File: src/rtl/svcs_pkg.sv
// constants, codes and register map for the servo command selector
package svcs_pkg;
	localparam int NUM_IN  = 8;
	localparam int NUM_SPD = 3;
	localparam int NUM_POS = 8;
	localparam int NUM_EV  = 4;
	localparam int AW      = 8;
	localparam int DW      = 32;

	// register word addresses
	localparam logic [AW-1:0] A_MODE    = 8'h00;
	localparam logic [AW-1:0] A_ABSREL  = 8'h01;
	localparam logic [AW-1:0] A_RESTART = 8'h02;
	localparam logic [AW-1:0] A_IRQ_ST  = 8'h03;
	localparam logic [AW-1:0] A_IRQ_CLR = 8'h04;
	localparam logic [AW-1:0] A_IRQ_EN  = 8'h05;
	localparam logic [AW-1:0] A_STATUS  = 8'h06;
	localparam logic [AW-1:0] A_ASG     = 8'h08;
	localparam logic [AW-1:0] A_SPD     = 8'h10;
	localparam logic [AW-1:0] A_ROT     = 8'h20;
	localparam logic [AW-1:0] A_PUL     = 8'h28;
	localparam logic [AW-1:0] A_MVS     = 8'h30;

	// operating mode codes
	localparam logic [7:0] MODE_POS_CODE = 8'h01;
	localparam logic [7:0] MODE_SPD_CODE = 8'h02;
	localparam logic [7:0] MODE_RST      = 8'h02;
	localparam logic       ABSREL_RST    = 1'b0;

	// input function codes
	localparam logic [7:0] FN_NONE      = 8'h00;
	localparam logic [7:0] FN_ESTOP     = 8'h15;
	localparam logic [7:0] FN_REV       = 8'h16;
	localparam logic [7:0] FN_FWD       = 8'h17;
	localparam logic [7:0] FN_SERVO_EN  = 8'h65;
	localparam logic [7:0] FN_FLT_RESET = 8'h66;
	localparam logic [7:0] FN_POS_TRIG  = 8'h6C;
	localparam logic [7:0] FN_TRQ       = 8'h6D;
	localparam logic [7:0] FN_PSEL0     = 8'h6F;
	localparam logic [7:0] FN_PSEL1     = 8'h70;
	localparam logic [7:0] FN_PSEL2     = 8'h71;
	localparam logic [7:0] FN_SSEL0     = 8'h72;
	localparam logic [7:0] FN_SSEL1     = 8'h73;

	localparam logic [7:0] ASG_RST [NUM_IN] = '{FN_SERVO_EN, FN_TRQ, FN_SSEL0, FN_SSEL1,
		FN_FLT_RESET, FN_REV, FN_FWD, FN_ESTOP};

	// value limits
	localparam logic [15:0] SPD_LIM = 16'h1388;
	localparam logic [15:0] ROT_LIM = 16'h7530;

	// interrupt event bits
	localparam int EV_REV = 0;
	localparam int EV_FWD = 1;
	localparam int EV_EST = 2;
	localparam int EV_TRG = 3;

	// status register fields
	localparam int ST_FLT   = 0;
	localparam int ST_MODE  = 4;
	localparam int ST_ABS   = 6;
	localparam int ST_SEL   = 8;
	localparam int ST_SERVO = 12;
	localparam int ST_ANA   = 13;

	typedef enum logic [1:0] {SVCS_IDLE, SVCS_POS, SVCS_SPD} svcs_mode_t;
endpackage : svcs_pkg

File: src/rtl/svcs_selector.sv
// servo command selector: input function mapping, speed and position choice
//
// The plain strobed port and the register addresses were decided locally.
module svcs_selector
	import svcs_pkg::*;
(
	// clock and reset
	input  wire logic          CLOCK,
	input  wire logic          RST,
	// register port
	input  wire logic [AW-1:0] REG_ADDR,
	input  wire logic [DW-1:0] REG_WDATA,
	input  wire logic          REG_WR,
	input  wire logic          REG_RD,
	output logic      [DW-1:0] REG_RDATA,
	output logic               IRQ,
	// digital input pins, bit 0 is input one
	input  wire logic [NUM_IN-1:0] DIN,
	// drive control
	output logic               SERVO_ON,
	output logic               TORQUE_LIMIT,
	output logic               SPEED_MODE,
	output logic               POSITION_MODE,
	output logic               FAULT_REV,
	output logic               FAULT_FWD,
	output logic               FAULT_ESTOP,
	// speed command
	output logic               ANALOG_SELECT,
	output logic [15:0]        SPEED_CMD,
	output logic               SPEED_CCW,
	// position command
	output logic               POS_STROBE,
	output logic [15:0]        POS_ROTATION,
	output logic [23:0]        POS_PULSES,
	output logic [15:0]        POS_SPEED,
	output logic               POS_ABSOLUTE
);

	function automatic logic [15:0] sat(input logic [31:0] v, input logic [15:0] lim);
		logic signed [31:0] s;
		logic signed [31:0] l;
		s = signed'(v);
		l = signed'({16'h0000, lim});
		if (s > l)
			sat = lim;
		else if (s < -l)
			sat = 16'h0000 - lim;
		else
			sat = v[15:0];
	endfunction : sat

	// input synchroniser
	logic [NUM_IN-1:0] din_s1;
	logic [NUM_IN-1:0] din;

	always_ff @(posedge CLOCK) begin
		if (RST) begin
			din_s1 <= '0;
			din    <= '0;
		end else begin
			din_s1 <= DIN;
			din    <= din_s1;
		end
	end

	// configuration registers
	logic [7:0]  mode_p;
	logic        absrel_p;
	logic [7:0]  asg   [NUM_IN];
	logic [15:0] spd   [NUM_SPD];
	logic [15:0] rot   [NUM_POS];
	logic [23:0] pul   [NUM_POS];
	logic [15:0] mvs   [NUM_POS];
	logic [NUM_EV-1:0] irq_en;
	logic [7:0]  next_mode_p;
	logic        next_absrel_p;
	logic [7:0]  next_asg [NUM_IN];
	logic [15:0] next_spd [NUM_SPD];
	logic [15:0] next_rot [NUM_POS];
	logic [23:0] next_pul [NUM_POS];
	logic [15:0] next_mvs [NUM_POS];
	logic [NUM_EV-1:0] next_irq_en;
	logic        restart;

	assign restart = REG_WR && (REG_ADDR == A_RESTART);

	always_comb begin
		next_mode_p   = mode_p;
		next_absrel_p = absrel_p;
		next_asg      = asg;
		next_spd      = spd;
		next_rot      = rot;
		next_pul      = pul;
		next_mvs      = mvs;
		next_irq_en   = irq_en;
		if (REG_WR) begin
			case (REG_ADDR)
				A_MODE:   next_mode_p = REG_WDATA[7:0];
				A_ABSREL: next_absrel_p = REG_WDATA[0];
				A_IRQ_EN: next_irq_en = REG_WDATA[NUM_EV-1:0];
				default: ;
			endcase
			if (REG_ADDR[7:3] == A_ASG[7:3])
				next_asg[REG_ADDR[2:0]] = REG_WDATA[7:0];
			if (REG_ADDR[7:2] == A_SPD[7:2] && REG_ADDR[1:0] < 2'(NUM_SPD))
				next_spd[REG_ADDR[1:0]] = sat(REG_WDATA, SPD_LIM);
			if (REG_ADDR[7:3] == A_ROT[7:3])
				next_rot[REG_ADDR[2:0]] = sat(REG_WDATA, ROT_LIM);
			if (REG_ADDR[7:3] == A_PUL[7:3])
				next_pul[REG_ADDR[2:0]] = REG_WDATA[23:0];
			if (REG_ADDR[7:3] == A_MVS[7:3])
				next_mvs[REG_ADDR[2:0]] = sat(REG_WDATA, SPD_LIM);
		end
	end

	always_ff @(posedge CLOCK) begin
		if (RST) begin
			mode_p   <= MODE_RST;
			absrel_p <= ABSREL_RST;
			asg      <= ASG_RST;
			spd      <= '{default: '0};
			rot      <= '{default: '0};
			pul      <= '{default: '0};
			mvs      <= '{default: '0};
			irq_en   <= '0;
		end else begin
			mode_p   <= next_mode_p;
			absrel_p <= next_absrel_p;
			asg      <= next_asg;
			spd      <= next_spd;
			rot      <= next_rot;
			pul      <= next_pul;
			mvs      <= next_mvs;
			irq_en   <= next_irq_en;
		end
	end

	// active settings, loaded only by reset or the restart register
	svcs_mode_t act_mode;
	svcs_mode_t next_act_mode;
	logic       act_rel;
	logic       next_act_rel;

	always_comb begin
		next_act_mode = act_mode;
		next_act_rel  = act_rel;
		if (restart) begin
			next_act_rel = absrel_p;
			case (mode_p)
				MODE_SPD_CODE: next_act_mode = SVCS_SPD;
				MODE_POS_CODE: next_act_mode = SVCS_POS;
				default:       next_act_mode = SVCS_IDLE;
			endcase
		end
	end

	always_ff @(posedge CLOCK) begin
		if (RST) begin
			act_mode <= SVCS_SPD;
			act_rel  <= ABSREL_RST;
		end else begin
			act_mode <= next_act_mode;
			act_rel  <= next_act_rel;
		end
	end

	// function decode: a level of 1 is ON, 0 is OFF
	logic       servo_enable_input;
	logic       fault_reset_input;
	logic       f_trg;
	logic       f_trq;
	logic [2:0] f_pos;
	logic [1:0] f_spd;
	logic [2:0] bad;

	always_comb begin
		servo_enable_input = 1'b0;
		fault_reset_input  = 1'b0;
		f_trg              = 1'b0;
		f_trq              = 1'b0;
		f_pos              = '0;
		f_spd              = '0;
		bad                = '0;
		for (int i = 0; i < NUM_IN; i++) begin
			case (asg[i])
				FN_SERVO_EN:  servo_enable_input = servo_enable_input | din[i];
				FN_FLT_RESET: fault_reset_input = fault_reset_input | din[i];
				FN_POS_TRIG:  f_trg = f_trg | din[i];
				FN_TRQ:       f_trq = f_trq | din[i];
				FN_PSEL0:     f_pos[0] = f_pos[0] | din[i];
				FN_PSEL1:     f_pos[1] = f_pos[1] | din[i];
				FN_PSEL2:     f_pos[2] = f_pos[2] | din[i];
				FN_SSEL0:     f_spd[0] = f_spd[0] | din[i];
				FN_SSEL1:     f_spd[1] = f_spd[1] | din[i];
				// limit and stop inputs are fail-safe: an open contact faults
				FN_REV:   bad[EV_REV] = bad[EV_REV] | ~din[i];
				FN_FWD:   bad[EV_FWD] = bad[EV_FWD] | ~din[i];
				FN_ESTOP: bad[EV_EST] = bad[EV_EST] | ~din[i];
				default: ;
			endcase
		end
	end

	// faults and edge history
	logic [2:0] flt;
	logic [2:0] next_flt;
	logic       fault_reset_prev;
	logic       trg_prev;
	logic       flt_clr;

	assign flt_clr = restart | (fault_reset_input & ~fault_reset_prev);

	always_comb begin
		// a fault still present sets again in the clearing cycle
		next_flt = (flt & ~{3{flt_clr}}) | bad;
	end

	always_ff @(posedge CLOCK) begin
		if (RST) begin
			flt              <= '0;
			fault_reset_prev <= 1'b0;
			trg_prev         <= 1'b0;
		end else begin
			flt              <= next_flt;
			fault_reset_prev <= fault_reset_input;
			trg_prev         <= f_trg;
		end
	end

	logic drive_ok;
	assign drive_ok = servo_enable_input & ~(|flt);

	// speed command
	logic        next_servo_on;
	logic        next_trq;
	logic        next_ana;
	logic [15:0] next_cmd;
	logic        next_ccw;

	always_comb begin
		next_servo_on = drive_ok;
		next_trq = drive_ok & f_trq;
		next_ana = 1'b0;
		next_cmd = '0;
		if (drive_ok && act_mode == SVCS_SPD) begin
			case (f_spd)
				2'b00:   next_ana = 1'b1;
				2'b01:   next_cmd = spd[0];
				2'b10:   next_cmd = spd[1];
				default: next_cmd = spd[2];
			endcase
		end
		next_ccw = ~next_cmd[15] & (|next_cmd);
	end

	always_ff @(posedge CLOCK) begin
		if (RST) begin
			SERVO_ON      <= 1'b0;
			TORQUE_LIMIT  <= 1'b0;
			ANALOG_SELECT <= 1'b0;
			SPEED_CMD     <= '0;
			SPEED_CCW     <= 1'b0;
		end else begin
			SERVO_ON      <= next_servo_on;
			TORQUE_LIMIT  <= next_trq;
			ANALOG_SELECT <= next_ana;
			SPEED_CMD     <= next_cmd;
			SPEED_CCW     <= next_ccw;
		end
	end

	// position selection: select bits only matter at the trigger edge
	logic        trg_ev;
	logic [2:0]  sel;
	logic [2:0]  next_sel;
	logic        next_stb;
	logic [15:0] next_prot;
	logic [23:0] next_ppul;
	logic [15:0] next_pspd;

	assign trg_ev = f_trg & ~trg_prev & drive_ok & (act_mode == SVCS_POS);

	always_comb begin
		next_sel  = sel;
		next_stb  = 1'b0;
		next_prot = POS_ROTATION;
		next_ppul = POS_PULSES;
		next_pspd = POS_SPEED;
		if (trg_ev) begin
			next_sel  = f_pos;
			next_stb  = 1'b1;
			next_prot = rot[f_pos];
			next_ppul = pul[f_pos];
			next_pspd = mvs[f_pos];
		end
	end

	always_ff @(posedge CLOCK) begin
		if (RST) begin
			sel          <= '0;
			POS_STROBE   <= 1'b0;
			POS_ROTATION <= '0;
			POS_PULSES   <= '0;
			POS_SPEED    <= '0;
		end else begin
			sel          <= next_sel;
			POS_STROBE   <= next_stb;
			POS_ROTATION <= next_prot;
			POS_PULSES   <= next_ppul;
			POS_SPEED    <= next_pspd;
		end
	end

	assign POS_ABSOLUTE  = ~act_rel;
	assign SPEED_MODE    = (act_mode == SVCS_SPD);
	assign POSITION_MODE = (act_mode == SVCS_POS);
	assign FAULT_REV     = flt[EV_REV];
	assign FAULT_FWD     = flt[EV_FWD];
	assign FAULT_ESTOP   = flt[EV_EST];

	// interrupts: set beats a simultaneous clear
	logic [NUM_EV-1:0] irq_st;
	logic [NUM_EV-1:0] next_irq_st;
	logic [NUM_EV-1:0] ev;

	always_comb begin
		ev         = '0;
		ev[EV_REV] = next_flt[EV_REV] & ~flt[EV_REV];
		ev[EV_FWD] = next_flt[EV_FWD] & ~flt[EV_FWD];
		ev[EV_EST] = next_flt[EV_EST] & ~flt[EV_EST];
		ev[EV_TRG] = trg_ev;
		next_irq_st = irq_st;
		if (REG_WR && REG_ADDR == A_IRQ_CLR)
			next_irq_st = irq_st & ~REG_WDATA[NUM_EV-1:0];
		next_irq_st = next_irq_st | ev;
	end

	always_ff @(posedge CLOCK) begin
		if (RST)
			irq_st <= '0;
		else
			irq_st <= next_irq_st;
	end

	assign IRQ = |(irq_st & irq_en);

	// read path, data valid the cycle after the strobe only
	logic [DW-1:0] rd_val;
	logic [DW-1:0] next_rdata;

	always_comb begin
		rd_val = '0;
		case (REG_ADDR)
			A_MODE:   rd_val[7:0] = mode_p;
			A_ABSREL: rd_val[0] = absrel_p;
			A_IRQ_ST: rd_val[NUM_EV-1:0] = irq_st;
			A_IRQ_EN: rd_val[NUM_EV-1:0] = irq_en;
			A_STATUS: begin
				rd_val[ST_FLT+:3]  = flt;
				rd_val[ST_MODE+:2] = act_mode;
				rd_val[ST_ABS]     = ~act_rel;
				rd_val[ST_SEL+:3]  = sel;
				rd_val[ST_SERVO]   = SERVO_ON;
				rd_val[ST_ANA]     = ANALOG_SELECT;
			end
			default: ;
		endcase
		if (REG_ADDR[7:3] == A_ASG[7:3])
			rd_val[7:0] = asg[REG_ADDR[2:0]];
		if (REG_ADDR[7:2] == A_SPD[7:2] && REG_ADDR[1:0] < 2'(NUM_SPD))
			rd_val = {{16{spd[REG_ADDR[1:0]][15]}}, spd[REG_ADDR[1:0]]};
		if (REG_ADDR[7:3] == A_ROT[7:3])
			rd_val = {{16{rot[REG_ADDR[2:0]][15]}}, rot[REG_ADDR[2:0]]};
		if (REG_ADDR[7:3] == A_PUL[7:3])
			rd_val = {{8{pul[REG_ADDR[2:0]][23]}}, pul[REG_ADDR[2:0]]};
		if (REG_ADDR[7:3] == A_MVS[7:3])
			rd_val = {{16{mvs[REG_ADDR[2:0]][15]}}, mvs[REG_ADDR[2:0]]};
		next_rdata = REG_RD ? rd_val : '0;
	end

	always_ff @(posedge CLOCK) begin
		if (RST)
			REG_RDATA <= '0;
		else
			REG_RDATA <= next_rdata;
	end

endmodule : svcs_selector

File: config.mk
export PLATFORM = sky130hd
export DESIGN_NAME = svcs_selector
export DESIGN_NICKNAME = d
export VERILOG_FILES = /design/src/rtl/svcs_pkg.sv /design/src/rtl/svcs_selector.sv
export SDC_FILE = /design/constraint.sdc
export NUM_CORES = 2
export LEC_CHECK = 0
export BUFFER_PORTS_ARGS = -buffer_cell sky130_fd_sc_hd__buf_2
export CORE_AREA = 3 3 282 284
export DETAILED_ROUTE_END_ITERATION = 8
export DIE_AREA = 0 0 285 287
export PLACE_DENSITY = 0.71
export SLEW_MARGIN = 30
export SYNTH_ARGS = -nofsm -noshare
export SYNTH_HDL_FRONTEND = slang
export SYNTH_SLANG_ARGS = --single-unit
File: constraint.sdc
create_clock -name CLOCK -period 3.8 [get_ports CLOCK]
set_input_delay 0.76 -clock CLOCK [delete_from_list [all_inputs] [get_ports CLOCK]]
set_output_delay 0.76 -clock CLOCK [all_outputs]
set_load 0.05 [all_outputs]
; After elaboration in Yosys (flattened, before gate mapping)
; Index checks and enable logic that the tools add are counted.
[word_totals]
ff_bits = 713
in_bits = 52
out_inout_bits = 116
wordCells = 485
[classes]
n_lt_le_gt_ge = 10
n_eq_ne = 113
muxes = 161
n_bitwise = 123
n_reduce_logical = 21
[op_table]
columns = cell, n
row1 = $eq A8 B7 Y1 const B, 72
row2 = $mux W16, 23
row3 = $bwmux W128, 2
row4 = $bmux W16 S3, 4
row5 = $bwmux W192, 1
row6 = $eq A8 B5 Y1 const B, 24
row7 = $bmux W24 S3, 2
row8 = $mux W32, 4
row9 = $mux W24, 5
row10 = $mux W1, 99
row11 = $or A1 B1 Y1, 85
row12 = $demux W24 S3, 1
row13 = $bwmux W64, 1
row14 = $bwmux W48, 1
row15 = $demux W16 S3, 1
row16 = $pmux W16 S3, 1
row17 = $bmux W16 S2, 1
row18 = $demux W16 S2, 1
row19 = $gt A32 B14 Y1 const B, 1
row20 = $gt A32 B16 Y1 const B, 1
row21 = $lt A32 B14 Y1 const B, 1
row22 = $lt A32 B16 Y1 const B, 1
row23 = $mux W8, 4
row24 = $bmux W8 S3, 1
row25 = 40 further kinds, 91

; Longest topological paths before layout
[depth]
depth_word = 23
mapped_depth = 12
ltp_nobuf = 8

; Least setup slack after synthesis
; No wires, ideal clock.
[synth_timing]
path_kind = in2reg
from = in REG_ADDR[0]
to = reg REG_RDATA[13]
setup_time_ns = 0.128
arrival_time_ns = 2.907
required_time_ns = 3.672
setup_slack_ns = 0.766
cell_stages = 9
path_buffers = 4
cell_sequence = buf_2 buf_4 buf_1 buf_2 mux4_2 mux2i_1 o22ai_1 a221oi_1 nor2_1
[synth_via]
elab_chain_len = 8
word_cells_on_any_way = 22
cone_classes = 1 x order compare / 1 x eq/ne / 17 x mux / 2 x bitwise / 1 x reduce/logical
[synth_lines]
columns = element, line_no
row1 = start: declaration, svcs_selector.sv:11  ; input wire logic [AW-1:0] REG_ADDR,
row2 = $not A2 Y3 (implied by the code), svcs_selector.sv:371  ; rd_val = {{16{spd[REG_ADDR[1:0]][15]}}, spd[REG_ADDR[1:0]]};
row3 = $bmux W16 S2, svcs_selector.sv:371
row4 = $mux W16 (implied by the code) (2 in a row), svcs_selector.sv:371
row5 = $mux W32, svcs_selector.sv:370  ; if (REG_ADDR[7:2] == A_SPD[7:2] && REG_ADDR[1:0] < 2'(NUM_SPD))
row6 = $mux W32, svcs_selector.sv:372  ; if (REG_ADDR[7:3] == A_ROT[7:3])
row7 = $mux W32, svcs_selector.sv:374  ; if (REG_ADDR[7:3] == A_PUL[7:3])
row8 = $mux W32 *, svcs_selector.sv:376  ; if (REG_ADDR[7:3] == A_MVS[7:3])
row9 = end signal: assignment, svcs_selector.sv:385  ; REG_RDATA <= next_rdata;
row10 = end: declaration, svcs_selector.sv:15  ; output logic [DW-1:0] REG_RDATA,
; Every way passes the cells marked *; elsewhere a longest branch is shown, timed or not. The select of a mux whose other input is x is not followed.
; A chain may end at the register's enable or synchronous reset.

; Worst setup path in the final report
[layout_timing]
from = reg asg[7] (netlist bit)
to = reg POS_PULSES[22]
[layout_via]
elab_chain_len = 6
word_cells_on_any_way = 18
cone_classes = 5 x eq/ne / 8 x mux / 5 x bitwise
[layout_lines]
columns = element, line_no
row1 = start: declaration, svcs_selector.sv:69  ; logic [7:0] asg [NUM_IN];
row2 = start signal: assignment, svcs_selector.sv:129  ; asg <= next_asg;
row3 = $eq A8 B7 Y1, svcs_selector.sv:185  ; case (asg[i])
row4 = $mux W1, svcs_selector.sv:185
row5 = $not A3 Y4 (implied by the code), svcs_selector.sv:293  ; next_ppul = pul[f_pos];
row6 = $bmux W24 S3, svcs_selector.sv:293
row7 = $mux W24 (implied by the code) (2 in a row), svcs_selector.sv:293
row8 = end signal: assignment, svcs_selector.sv:309  ; POS_PULSES <= next_ppul;
row9 = end: declaration, svcs_selector.sv:34  ; output logic [23:0] POS_PULSES,
; Parallel ways exist; a longest one is shown, timed or not. The select of a mux whose other input is x is not followed.

==> metrics.txt <==
clk sink count 705; TNS Setup 0 ns; CP endpoint kind flop; first-pass GRT wire length 183 mm; largest net degree at the start of global routing 201; cells after synthesis 4021; global route hottest layer met2; GR Util met1 37.8%; Antenna Nets Post-Route 0; Yosys top cell area share 40.8%; Starting Density 44.7%; worst path required time 4.33 ns; global routing met2 resource utilization 44.0%; nets@finish 4123; r2r worst-path depth 9; Synth Cell Area 34600 sq um; YS warnings 0; Power Density 415 nW/um^2; cell row count 102; DIE AREA 81800 sq um; core area 77300 sq um; hold path depth 2; RSZ-0062 raised after global routing no; #FFs+latches synth 705; final setup margin 0.587 ns; DR vias 32000; clock buffer depth 3; routability cong. 0.992; Leak 15.5 nW; post-CTS setup buffers 0; final hold vios 0; final instance area 39700 sq um; Worst Hold Path EP din_s1[4]$_SDFF_PP0_; Unique masters post-synth 67; Die H 287 um; # diodes 0; vias per std cell 6.18; Syn Nets 4073; Final Max Slew Viols 0; outcome finished clean; 1st-iter DRT viols 4281; Worst R2R Start asg[7]$_SDFFE_PP0P_; Post-synth ARST share 0%; Remaining DRCs 0; Multi-input gate area 19100 sq um; CTS root buf clkbuf_16; Worst-Margin Slew 1.02 ns; CTS tree built; GRT overflow 0; die width 285 um; P&R area growth vs syn 14.9%; reg-to-reg slack, setup 0.59 ns; GR met3 Demand/Resource 6.95%; Top FF cell, synth dfxtp_1; wire per inst 23.4 um; I/O Pins 168; CP arrival 3.74 ns; storage element area 14100 sq um; # resized after CTS 0; Pwr Total 16.5 mW; min Tclk post-route 3.21 ns; All-Layer GR Usage 28.5%; Syn Area/Cell 8.59 sq um; hold crit path type in -> reg; DRT Pass-1 Iters 6; R2R Path End POS_PULSES[22]$_SDFFE_PP0P_; Fillers 7142; Port Buffers 167; share of layout cells above drive strength 1 16.1%; H-tree depth 3; Post-DP HPWL 78.2 mm; initial antenna violation count 6; Startpoint Class flop; Final Util 51.3%; WS Path Type reg -> reg; worst hold start DIN[4]; cell taking the most area after synthesis dfxtp_1; Post-synth EDFFs 0; Max Clock Freq 0.311 GHz; ratio of final minimum period to clock period 84.5%; hold_buf cts 0; VDD IR-drop max 343 uV; Post-Route WL 121 mm; Seq/Total Area, Yosys 40.8%; Max-cap violations 0; clk_lat worst skew 0.65 ns; clock transition at the registers of the reported paths 0.06 ns; Setup Skew 0.0398 ns; final setup fails 0; Worst slew margin 31.8%; Num CTS Buffers 78; Max FO, Critical Path 72; Synth area leaders dfxtp_1 41%, mux2i_1 10%, nand2_1 10%; Post-DP Area 36900 sq um; number of global-route vias before repair 30000; DP Worst Slack 0.345 ns
[state kept, by name, summed over array words and instances (netlist names), 16 cells and up]
signal        cells
pul             192
mvs             128
rot             128
asg              64
spd              48
POS_PULSES       24
REG_RDATA        24
POS_ROTATION     16
POS_SPEED        16
SPEED_CMD        16
[through the flow]
stage          instances  hold slack [ns]
5_1_grt             5177            0.341
3_5_place_dp        5031            0.420
6_report            5177            0.323
3_3_place_gp        5031            0.417
4_1_cts             5177            0.301
2_1_floorplan       4021            0.414
[worst max-delay path: stages, from the launching register on]
cell and delay, ns:
dfxtp_1 0.36, nand4b_1 0.33, or4b_1 0.61, o22ai_1 0.29, o31ai_1 0.14, or3b_1 0.45, nor2_4 0.17, buf_12 0.27
nor2_1 0.08, a311oi_1 0.29
[cells in the final DEF, fill, tap and decap left out, types with 37 or more instances in the layout]
| cell type | n |
|---|---|
| a211oi_1 | 175 |
| a21oi_1 | 492 |
| buf_2 | 163 |
| buf_4 | 127 |
| clkbuf_16 | 79 |
| dfxtp_1 | 705 |
| mux2_2 | 37 |
| mux2i_1 | 361 |
| mux4_2 | 137 |
| nand2_1 | 949 |
| nand3_1 | 74 |
| nor2_1 | 287 |
| nor2b_1 | 55 |
| o22ai_1 | 40 |
[synth_stat cells, types with 3 or more instances]
| cell | count |
|---|---|
| nand2_1 | 949 |
| dfxtp_1 | 705 |
| a21oi_1 | 493 |
| mux2i_1 | 361 |
| nor2_1 | 299 |
| clkbuf_1 | 264 |
| a211oi_1 | 175 |
| mux4_2 | 137 |
| nand3_1 | 74 |
| nor2b_1 | 55 |
| buf_2 | 49 |
| o22ai_1 | 40 |
| mux2_2 | 37 |
| nor3_1 | 32 |
| o211ai_1 | 27 |
| o21ai_0 | 27 |
| buf_1 | 25 |
| nand2b_1 | 25 |
| a211o_1 | 22 |
| a311oi_1 | 22 |
| nor4_1 | 20 |
| and3_1 | 15 |
| buf_4 | 12 |
| nand4_1 | 11 |
| nand4b_1 | 11 |
| a221oi_1 | 10 |
| or3_1 | 9 |
| and2_1 | 8 |
| and3b_1 | 8 |
| inv_1 | 8 |
| nor4b_1 | 8 |
| o2bb2ai_1 | 7 |
| o31ai_1 | 7 |
| nand3b_1 | 6 |
| a22oi_1 | 5 |
| nor3b_1 | 5 |
| o32ai_1 | 5 |
| or4_1 | 5 |
| a31oi_1 | 3 |
| and4_1 | 3 |
| o2111ai_1 | 3 |
| o221ai_1 | 3 |
| or2_2 | 3 |
[layer usage]
| metal | wire length (um) | vias up |
|---|---|---|
| met5 | 56 | - |
| met4 | 5660 | 8 |
| met2 | 53300 | 1860 |
| met1 | 48200 | 15400 |
| li1 | - | 14300 |
| met3 | 13700 | 371 |
[where the power goes]
part	internal, mW	switching, mW
clock network	4.94	3.31
logic	0.223	0.575
registers	7.41	0.0191
total	12.6	3.90
[final cells by class]
cell class                      count  share of cell area [%]
Timing Repair Buffer              320                    5.92
Sequential cell                   705                    35.5
Inverter                            9                  0.0851
Clock buffer                      110                    5.78
Clock inverter                     36                    1.31
Tap cell                         1040                    3.28
Multi-Input combinational cell   2957                    48.1
[cells by family after synthesis]
logic type / share of synthesized area, %
buf+inv: 4.21
compound gates: 15.2
mux: 20.6
flops: 40.8
simple gates: 19.2
[worst max path at each step]
stage,start,to,slack (ns),cells after the start
2_1_floorplan,REG_ADDR[0],REG_RDATA[13]$_SDFF_PP0_,0.77,9
3_3_place_gp,REG_ADDR[3],mvs[10]$_SDFFE_PP0P_,0.39,6
3_5_place_dp,REG_ADDR[3],mvs[44]$_SDFFE_PP0P_,0.34,8
4_1_cts,asg[7]$_SDFFE_PP0P_,POS_PULSES[22]$_SDFFE_PP0P_,0.68,9
5_1_grt,asg[7]$_SDFFE_PP0P_,POS_PULSES[14]$_SDFFE_PP0P_,0.47,9
6_report,asg[7]$_SDFFE_PP0P_,POS_PULSES[22]$_SDFFE_PP0P_,0.59,9
Power figures use the tool's default switching activity.
